## src/rtl/psr_pkg.sv

```systemverilog
package psr_pkg;
  // Command and framing
  localparam logic [7:0] CMD_MEASURE    = 8'haa;
  localparam logic [7:0] CMD_PAD        = 8'h00;
  localparam logic [6:0] I2C_ADDR       = 7'h18;
  localparam int         READ_BYTES     = 4;
  localparam int         CMD_BYTES      = 3;
  // Status byte layout
  localparam int         ST_POWER_BIT   = 6;
  localparam int         ST_BUSY_BIT    = 5;
  localparam int         ST_MEMERR_BIT  = 2;
  localparam int         ST_SAT_BIT     = 0;
  // Timing, checksum and count limits
  localparam int         CLK_MHZ        = 100;
  localparam int         POWERUP_US     = 1;
  localparam int         POWERUP_CYC    = POWERUP_US * CLK_MHZ;
  localparam int         MEAS_US        = 10;
  localparam int         MEAS_CYC       = MEAS_US * CLK_MHZ;
  localparam int         CNT_W          = 16;
  localparam logic [23:0] MEM_SUM_GOOD  = 24'h000000;
  localparam logic [23:0] COUNT_MAX     = 24'hffffff;

  typedef struct packed {
    logic        powered;
    logic        busy;
    logic        mem_err;
    logic        sat;
    logic [23:0] count;
  } result_t;

  typedef struct packed {
    logic valid;
    logic [7:0] data;
  } byte_t;

  typedef struct packed {
    logic start;
    logic stop;
  } frame_t;

  function automatic logic [7:0] status_byte(input result_t r);
    logic [7:0] s;
    s = 8'h00;
    s[ST_POWER_BIT]  = r.powered;
    s[ST_BUSY_BIT]   = r.busy;
    s[ST_MEMERR_BIT] = r.mem_err;
    s[ST_SAT_BIT]    = r.sat;
    return s;
  endfunction

  function automatic logic [7:0] result_byte(input result_t r, input logic [1:0] idx);
    logic [7:0] b;
    b = status_byte(r);
    case (idx)
      2'd1: b = r.count[23:16];
      2'd2: b = r.count[15:8];
      2'd3: b = r.count[7:0];
      default: b = status_byte(r);
    endcase
    return b;
  endfunction
endpackage

```

## src/rtl/psr_sync.sv

```systemverilog
`timescale 1ns/1ps
`default_nettype none
module psr_sync #(
  parameter int W = 1
) (
  input  wire logic         clk_i,   // System clock
  input  wire logic         rst_i,   // Async reset
  input  wire logic [W-1:0] d_i,     // Asynchronous input
  output logic      [W-1:0] q_o      // Synchronised level
);
  logic [W-1:0] s1_r;
  logic [W-1:0] s2_r;
  always_ff @(posedge clk_i or posedge rst_i) begin
    if (rst_i) begin
      s1_r <= '0;
      s2_r <= '0;
    end else begin
      s1_r <= d_i;
      s2_r <= s1_r;
    end
  end
  assign q_o = s2_r;
endmodule
`default_nettype wire

```

## src/rtl/psr_measure.sv

```systemverilog
`timescale 1ns/1ps
`default_nettype none
module psr_measure
  import psr_pkg::*;
(
  input  wire logic        clk_i,     // System clock
  input  wire logic        rst_i,     // Async reset
  input  wire logic        start_i,   // Accepted measurement command
  input  wire logic [23:0] raw_i,     // Raw bridge sample
  input  wire logic [23:0] offset_i,  // Compensation offset
  output logic             busy_o,    // Measurement in progress
  output logic             done_o,    // One-cycle pulse at completion
  output logic [23:0]      count_o,   // Compensated count
  output logic             sat_o      // Math saturated
);
  typedef enum logic [1:0] {
    M_STANDBY = 2'b01,
    M_OPER    = 2'b10
  } mstate_t;
  mstate_t           st_r;
  logic [CNT_W-1:0]  cyc_r;
  logic [24:0]       sum;
  assign sum = {1'b0, raw_i} + {1'b0, offset_i};
  wire finish = (st_r == M_OPER) && (cyc_r == CNT_W'(MEAS_CYC - 1));

  always_ff @(posedge clk_i or posedge rst_i) begin
    if (rst_i) begin
      st_r    <= M_STANDBY;
      cyc_r   <= '0;
      done_o  <= 1'b0;
      count_o <= '0;
      sat_o   <= 1'b0;
    end else begin
      done_o <= 1'b0;
      unique case (st_r)
        M_STANDBY: if (start_i) begin
          st_r  <= M_OPER;
          cyc_r <= '0;
        end
        M_OPER: begin
          cyc_r <= cyc_r + 1'b1;
          if (finish) begin
            st_r    <= M_STANDBY;
            done_o  <= 1'b1;
            sat_o   <= sum[24];
            count_o <= sum[24] ? COUNT_MAX : sum[23:0];
          end
        end
      endcase
    end
  end
  assign busy_o = (st_r == M_OPER);
endmodule
`default_nettype wire

```

## src/rtl/psr_top.sv

```systemverilog
`timescale 1ns/1ps
`default_nettype none
module psr_top
  import psr_pkg::*;
(
  input  wire logic        CLK_SYS_I,   // 100 MHz system clock
  input  wire logic        RST_I,       // Async reset, active high
  input  wire logic        RES_N_I,     // Reset pin, active low
  input  wire logic        SS_N_I,      // SPI select, active low
  input  wire logic        SCLK_I,      // SPI / I2C clock
  input  wire logic        MOSI_I,      // SPI data in
  output logic             MISO_O,      // SPI data out
  output logic             MISO_OE_O,   // MISO drive enable
  input  wire logic        SDA_I,       // I2C data in
  output logic             SDA_O,       // I2C data out (always low)
  output logic             SDA_OE_O,    // I2C pull-down enable
  input  wire logic [23:0] RAW_I,       // Raw bridge sample
  input  wire logic [23:0] OFFSET_I,    // Compensation offset
  input  wire logic [23:0] MEM_SUM_I,   // Power-up checksum residue
  output logic             EOC_O        // End of conversion
);
  logic rst;
  logic [3:0] pin_s;
  psr_sync #(.W(4)) u_sync (
    .clk_i (CLK_SYS_I),
    .rst_i (RST_I),
    .d_i   ({RES_N_I, SS_N_I, SCLK_I, MOSI_I}),
    .q_o   (pin_s)
  );
  logic sda_s;
  psr_sync #(.W(1)) u_sync_sda (
    .clk_i (CLK_SYS_I),
    .rst_i (RST_I),
    .d_i   (SDA_I),
    .q_o   (sda_s)
  );
  wire res_n = pin_s[3];
  wire ss_n  = pin_s[2];
  wire sck   = pin_s[1];
  wire mosi  = pin_s[0];

  // Power-up sequence; pin reset restarts it
  logic [CNT_W-1:0] pwr_cnt_r;
  logic             powered_r;
  logic             mem_err_r;
  always_ff @(posedge CLK_SYS_I or posedge RST_I) begin
    if (RST_I) begin
      pwr_cnt_r <= '0;
      powered_r <= 1'b0;
      mem_err_r <= 1'b0;
    end else if (!res_n) begin
      pwr_cnt_r <= '0;
      powered_r <= 1'b0;
    end else if (!powered_r) begin
      pwr_cnt_r <= pwr_cnt_r + 1'b1;
      if (pwr_cnt_r == CNT_W'(POWERUP_CYC - 1)) begin
        powered_r <= 1'b1;
        mem_err_r <= (MEM_SUM_I != MEM_SUM_GOOD);
      end
    end
  end
  assign rst = !powered_r;

  // Clock edges found by sampling
  logic sck_d_r;
  logic sda_d_r;
  always_ff @(posedge CLK_SYS_I or posedge RST_I) begin
    if (RST_I) begin
      sck_d_r <= 1'b0;
      sda_d_r <= 1'b1;
    end else begin
      sck_d_r <= sck;
      sda_d_r <= sda_s;
    end
  end
  wire sck_rise = sck && !sck_d_r;
  wire sck_fall = !sck && sck_d_r;
  wire i2c_start = sck && sda_d_r && !sda_s;
  wire i2c_stop  = sck && !sda_d_r && sda_s;

  // Measurement engine
  logic        meas_busy;
  logic        meas_done;
  logic [23:0] meas_count;
  logic        meas_sat;
  logic        cmd_go;
  psr_measure u_meas (
    .clk_i    (CLK_SYS_I),
    .rst_i    (RST_I),
    .start_i  (cmd_go),
    .raw_i    (RAW_I),
    .offset_i (OFFSET_I),
    .busy_o   (meas_busy),
    .done_o   (meas_done),
    .count_o  (meas_count),
    .sat_o    (meas_sat)
  );
  result_t res;
  assign res.powered = powered_r;
  assign res.busy    = meas_busy;
  assign res.mem_err = mem_err_r;
  assign res.sat     = meas_sat;
  assign res.count   = meas_count;

  always_ff @(posedge CLK_SYS_I or posedge RST_I) begin
    if (RST_I) EOC_O <= 1'b0;
    else if (cmd_go) EOC_O <= 1'b0;
    else if (meas_done) EOC_O <= 1'b1;
  end

  // SPI shifter, mode 0
  logic [7:0] spi_sh_r;
  logic [7:0] spi_rx_r;
  logic [2:0] spi_bit_r;
  logic [1:0] spi_byte_r;
  logic [1:0] spi_cmd_r;
  logic       spi_bad_r;
  wire  [7:0] spi_rx_nxt = {spi_rx_r[6:0], mosi};
  wire        spi_byte_end = sck_rise && (spi_bit_r == 3'd7);
  wire  [1:0] spi_byte_nxt = spi_byte_r + 2'd1;
  always_ff @(posedge CLK_SYS_I or posedge RST_I) begin
    if (RST_I) begin
      spi_sh_r   <= '0;
      spi_rx_r   <= '0;
      spi_bit_r  <= '0;
      spi_byte_r <= '0;
      spi_cmd_r  <= '0;
      spi_bad_r  <= 1'b0;
      MISO_O     <= 1'b0;
      MISO_OE_O  <= 1'b0;
    end else if (ss_n || rst) begin
      spi_sh_r   <= status_byte(res);
      spi_bit_r  <= '0;
      spi_byte_r <= '0;
      spi_cmd_r  <= '0;
      spi_bad_r  <= 1'b0;
      MISO_O     <= 1'b0;
      MISO_OE_O  <= 1'b0;
    end else begin
      MISO_OE_O <= 1'b1;
      if (!MISO_OE_O) MISO_O <= spi_sh_r[7];
      if (sck_rise) begin
        spi_rx_r  <= spi_rx_nxt;
        spi_bit_r <= spi_bit_r + 3'd1;
      end
      if (spi_byte_end) begin
        spi_byte_r <= spi_byte_nxt;
        spi_sh_r   <= result_byte(res, spi_byte_nxt);
        if (spi_cmd_r == 2'd0 && spi_rx_nxt != CMD_MEASURE) spi_bad_r <= 1'b1;
        if (spi_cmd_r != 2'd0 && spi_rx_nxt != CMD_PAD) spi_bad_r <= 1'b1;
        if (spi_cmd_r != 2'd3) spi_cmd_r <= spi_cmd_r + 2'd1;
      end else if (sck_fall && spi_bit_r == 3'd0) begin
        // Fresh byte just loaded: its top bit goes out first
        MISO_O   <= spi_sh_r[7];
      end else if (sck_fall) begin
        spi_sh_r <= {spi_sh_r[6:0], 1'b0};
        MISO_O   <= spi_sh_r[6];
      end
    end
  end
  wire spi_cmd_ok = spi_byte_end && spi_cmd_r == 2'(CMD_BYTES - 1)
                    && !spi_bad_r && spi_rx_nxt == CMD_PAD;

  // I2C target, open drain
  typedef enum logic [5:0] {
    I_IDLE = 6'b000001,
    I_ADDR = 6'b000010,
    I_AACK = 6'b000100,
    I_WR   = 6'b001000,
    I_RD   = 6'b010000,
    I_MACK = 6'b100000
  } istate_t;
  istate_t    ist_r;
  logic [7:0] i_sh_r;
  logic [3:0] i_bit_r;
  logic [1:0] i_byte_r;
  logic [1:0] i_cmd_r;
  logic       i_bad_r;
  logic       i_rw_r;
  wire  [7:0] i_sh_nxt = {i_sh_r[6:0], sda_s};
  wire        addr_hit = i_sh_nxt[7:1] == I2C_ADDR;
  logic       i2c_cmd_ok;
  wire  [7:0] i_first_byte = status_byte(res);
  wire  [7:0] i_next_byte  = result_byte(res, i_byte_r + 2'd1);
  always_ff @(posedge CLK_SYS_I or posedge RST_I) begin
    if (RST_I) begin
      ist_r    <= I_IDLE;
      i_sh_r   <= '0;
      i_bit_r  <= '0;
      i_byte_r <= '0;
      i_cmd_r  <= '0;
      i_bad_r  <= 1'b0;
      i_rw_r   <= 1'b0;
      i2c_cmd_ok <= 1'b0;
      SDA_OE_O <= 1'b0;
    end else begin
      i2c_cmd_ok <= 1'b0;
      if (rst || i2c_stop) begin
        ist_r    <= I_IDLE;
        SDA_OE_O <= 1'b0;
        if (i2c_stop && !rst && ist_r != I_IDLE && !i_rw_r && i_cmd_r == 2'(CMD_BYTES)
            && !i_bad_r)
          i2c_cmd_ok <= 1'b1;
      end else if (i2c_start) begin
        ist_r    <= I_ADDR;
        i_bit_r  <= '0;
        i_cmd_r  <= '0;
        i_bad_r  <= 1'b0;
        SDA_OE_O <= 1'b0;
      end else begin
        unique case (ist_r)
          I_IDLE: ;
          I_ADDR, I_WR: if (sck_rise) begin
            i_sh_r  <= i_sh_nxt;
            i_bit_r <= i_bit_r + 4'd1;
            if (i_bit_r == 4'd7) begin
              if (ist_r == I_ADDR && !addr_hit) ist_r <= I_IDLE;
              else begin
                ist_r <= I_AACK;
                if (ist_r == I_ADDR) i_rw_r <= i_sh_nxt[0];
                else begin
                  if (i_cmd_r == 2'd0 && i_sh_nxt != CMD_MEASURE) i_bad_r <= 1'b1;
                  if (i_cmd_r != 2'd0 && i_sh_nxt != CMD_PAD) i_bad_r <= 1'b1;
                  if (i_cmd_r != 2'd3) i_cmd_r <= i_cmd_r + 2'd1;
                end
              end
            end
          end
          I_AACK: begin
            if (sck_fall && !SDA_OE_O) SDA_OE_O <= 1'b1;
            else if (sck_fall) begin
              i_bit_r <= '0;
              if (i_rw_r) begin
                ist_r    <= I_RD;
                i_byte_r <= '0;
                i_sh_r   <= i_first_byte;
                SDA_OE_O <= !i_first_byte[7];
              end else begin
                ist_r    <= I_WR;
                SDA_OE_O <= 1'b0;
              end
            end
          end
          I_RD: if (sck_fall) begin
            i_bit_r <= i_bit_r + 4'd1;
            if (i_bit_r == 4'd7) begin
              ist_r    <= I_MACK;
              SDA_OE_O <= 1'b0;
            end else begin
              i_sh_r   <= {i_sh_r[6:0], 1'b0};
              SDA_OE_O <= !i_sh_r[6];
            end
          end
          I_MACK: if (sck_rise) begin
            if (sda_s) ist_r <= I_IDLE;
            else begin
              ist_r    <= I_AACK;
              i_byte_r <= i_byte_r + 2'd1;
            end
          end else if (sck_fall) begin
            ist_r    <= I_RD;
            i_bit_r  <= '0;
            i_sh_r   <= i_next_byte;
            SDA_OE_O <= !i_next_byte[7];
          end
          default: ist_r <= I_IDLE;
        endcase
      end
    end
  end
  assign SDA_O = 1'b0;

  // Commands while busy are dropped
  assign cmd_go = (spi_cmd_ok || i2c_cmd_ok) && !meas_busy && powered_r;
  // Status bits 7,4,3,1 tied low by status_byte()
endmodule
`default_nettype wire

```

## config.mk

```make
export PLATFORM = sky130hd
export DESIGN_NAME = psr_top
export DESIGN_NICKNAME = d
export VERILOG_FILES = /design/src/rtl/psr_pkg.sv /design/src/rtl/psr_sync.sv /design/src/rtl/psr_measure.sv /design/src/rtl/psr_top.sv
export SDC_FILE = /design/constraint.sdc
export NUM_CORES = 1
export LEC_CHECK = 0
export BUFFER_PORTS_ARGS = -buffer_cell sky130_fd_sc_hd__buf_2
export CORE_UTILIZATION = 50
export DETAILED_ROUTE_END_ITERATION = 10
export PLACE_DENSITY = 0.69
export SYNTH_ARGS = -nofsm -noshare
export SYNTH_HDL_FRONTEND = slang
export SYNTH_SLANG_ARGS = --single-unit
```

## constraint.sdc

```tcl
create_clock -name CLK_SYS_I -period 6.45 [get_ports CLK_SYS_I]
set_input_delay 0.3225 -clock CLK_SYS_I [delete_from_list [all_inputs] [get_ports CLK_SYS_I]]
set_output_delay 0.3225 -clock CLK_SYS_I [all_outputs]
set_load 0.005 [all_outputs]
```

==> impl_metrics.yaml <==
worst_setup_path:
  cp.required_ns: 6.79
  reg2reg_slack_ns: 3.80
  path_buf_inv: 0
  rr_startpoint: "u_sync.q_o[1]"
  path_delay_family: "simple AND/OR/NAND/NOR gates"
  rr_worst_depth: 6
  cp-start-kind: "register"
  r2r_end: "i_sh_r[2]"
  critical_path.cell_chain: "ha_1, and3b_2, a221oi_2, nor4b_4, nor2_1, a21oi_1"
  worstSetupEndpointType: "register"
  worstSetupPathType: "reg2reg"
  cpMaxStageDelayCell: "nor4b_4"
  path_max_fanout: 16
  critPathMaxStageDelay_ns: 0.72
  cp.arrival_ns: 2.99
timing:
  clock.fmax_mhz: 378
  tns_ns: 0
  setup_viol: 0
  fin_crit_ns: 2.65
  post-route-period-util_pct: 41.0
  slew_viol_final: 0
  hold_viol_final: 0
  tightest_slew_ns: 0.939
  clock_skew_ns: 0.00814
  rsz0062_at_grt: "false"
  maxSlewHeadroom_pct: 37.1
clock_tree:
  clk_pin_slew_ns: 0.06
  cts.root.buffer_cell: "clkbuf_16"
  cts_tree: "yes"
  cts_sinks: 125
  clk_latency_ns: 0.42
  htree_levels: 4
  numCtsBuffers: 17
  ctsHoldBuffers: 5
  max-clock-path-buffers: 2
  postCtsSetupRepairBufs: 0
  cts_resized: 0
route:
  firstDrtPassIters: 5
  drcViolationCount: 0
  drt-total-wl_um: 17900
  via_count: 6642
  via_per_inst: 5.86
  antenna_left: 0
  drt_iter0_markers: 528
  wl_per_cell_um: 15.8
synthesis:
  ys_seq_area_share_pct: 40.1
  synthesis.nets: 986
  yosysUniqueCellTypes: 80
  synth-edff-count: 0
  yosysTopAreaCell: "dfrtp_1"
  synth_cells: 861
  synth_area_mm2: 0.00781
  yosysMostFrequentCell: "dfrtp_1"
  synth_top_area_share_pct: 39.1
  synthTopCellsByArea: "dfrtp_1, ha_1, a21oi_1"
  async_flop_share_pct: 100
  synthesis.yosys.warnings: 0
  avgSynthCellArea_um2: 9.08
  synth_commonest_cells: "dfrtp_1, nor2_1, nand2_1"
  synth_flop_cell: "dfrtp_1"
  ys_ff_latch: 125
grt:
  grt_pass1_vias: 6104
  grt_max_degree: 68
  antenna_found_initial: 0
  grt.total_usage_pct: 23.2
  grt-ovfl-total: 0
  grt_pass1_wl_um: 30100
floorplan:
  row_count: 45
  dieArea_mm2: 0.0161
  core_mm2: 0.0152
  initial_core_util_pct: 51.4
  io_pins: 84
  die_h_um: 127
  fp.dieW_um: 127
placed_design:
  gp_congestion: 0.881
  place_area_mm2: 0.00830
  dp_hpwl_um: 12700
  portBuffers: 82
worst_hold_path:
  hp-class: "in2async"
cells_and_area:
  antenna-diode-count: 0
  drive_gt1_share_pct: 16.3
  final_nets: 1058
  fin_area_mm2: 0.00890
  syn_to_final_growth_pct: 13.9
flow_run:
  cap_viol_max_count: 0
power_and_ir_drop:
  p_leak_nw: 3.85
  power_mw: 1.89
  ir_drop_uv: 185
  p_per_area_mw_per_mm2: 212
outcome:
  status: "completed"
[registers in the layout (all words and copies together), names as in the netlist, 6 cells and up]
register and cells:
i_sh_r 7, ist_r 6, pwr_cnt_r 16, spi_rx_r 7, spi_sh_r 8, u_meas.count_o 24
u_meas.cyc_r 16
[placed cells by master, fill, tap and decap left out, types with 5 or more instances in the layout]
cell type / instances
xnor2_1: 23
a21o_1: 12
nand3b_1: 5
o21ai_0: 50
o22ai_1: 5
inv_1: 30
a222oi_1: 14
dfrtp_1: 122
nor4_1: 18
nor2_1: 86
dlygate4sd3_1: 5
nand4_1: 11
clkbuf_16: 17
nand3_1: 26
and2_1: 18
o21bai_1: 6
a31oi_1: 15
nand2_1: 78
clkinvlp_4: 5
ha_1: 45
mux2i_1: 8
or3_1: 5
nand2b_1: 8
nor2b_1: 8
and3_1: 11
mux2_2: 9
a221oi_1: 5
o21a_1: 5
buf_2: 82
nor3_1: 16
a21oi_1: 76
a311oi_1: 5
o31ai_1: 7
o211ai_1: 5
a21boi_0: 6
xor2_1: 12
[layer usage]
layer  vias up  share of wire [%]  wire length (um)  track usage, %
met4         0                1.7               298            8.19
met2       174                 46              8330            36.6
met1      3145                 48              8660            32.9
met3        25                3.5               636            3.10
li1       3298                  -                 -               -
met5         -                  0                 0               0
[how the worst max path moves through the flow]
| stage | slack [ns] | end | cells past startpoint | from |
|---|---|---|---|---|
| 6_report | 3.80 | i_sh_r[2] | 6 | u_sync.q_o[1] |
| 2_1_floorplan | 2.80 | EOC_O | 1 | RST_I |
| 4_1_cts | 3.83 | spi_sh_r[6] | 5 | u_sync.q_o[1] |
| 3_5_place_dp | 3.75 | u_meas.count_o[8] | 10 | RAW_I[0] |
| 5_1_grt | 3.55 | spi_sh_r[6] | 5 | u_sync.q_o[1] |
| 3_3_place_gp | 3.80 | u_meas.count_o[22] | 10 | RAW_I[0] |
[cells by family (layout without fill, tap and decap cells)]
family                     Yosys count  count (layout)  synth area share (%)
buffers and inverters               69             154                  4.16
muxes                               17              17                  2.32
and+or+nand+nor                    321             321                  21.3
xor gates and xnor gates            35              35                  3.92
DFF                                125             125                  40.1
AOI/OAI and AO/OA                  247             247                  20.7
other                                1               1                0.0480
adders and majority gates           46              46                  7.46
[metrics by stage]
stage          instances  setup WS [ns]  util, %  hold slack [ns]
2_1_floorplan        861           2.80        -            0.331
3_3_place_gp        1097           3.80     54.6            0.334
3_5_place_dp        1097           3.75     54.6            0.339
4_1_cts             1134           3.83     58.5           0.0854
5_1_grt             1134           3.55     58.5            0.137
6_report            1134           3.80     58.5           0.0677
[power by group]
| group | switching [mW] | internal, mW | total [mW] |
|---|---|---|---|
| Clock | 0.359 | 0.529 | 0.888 |
| Combinational | 0.116 | 0.0838 | 0.200 |
| Sequential | 0.00716 | 0.791 | 0.798 |
[final cells by class]
type	count	area (um2)
Fill cell	1376	6300
Clock buffer	19	433
Multi-Input combinational cell	667	4370
Tap cell	188	235
Inverter	31	119
Timing Repair Buffer	91	490
Clock inverter	13	118
Sequential cell	125	3130
(Power assumes the default switching activity.)
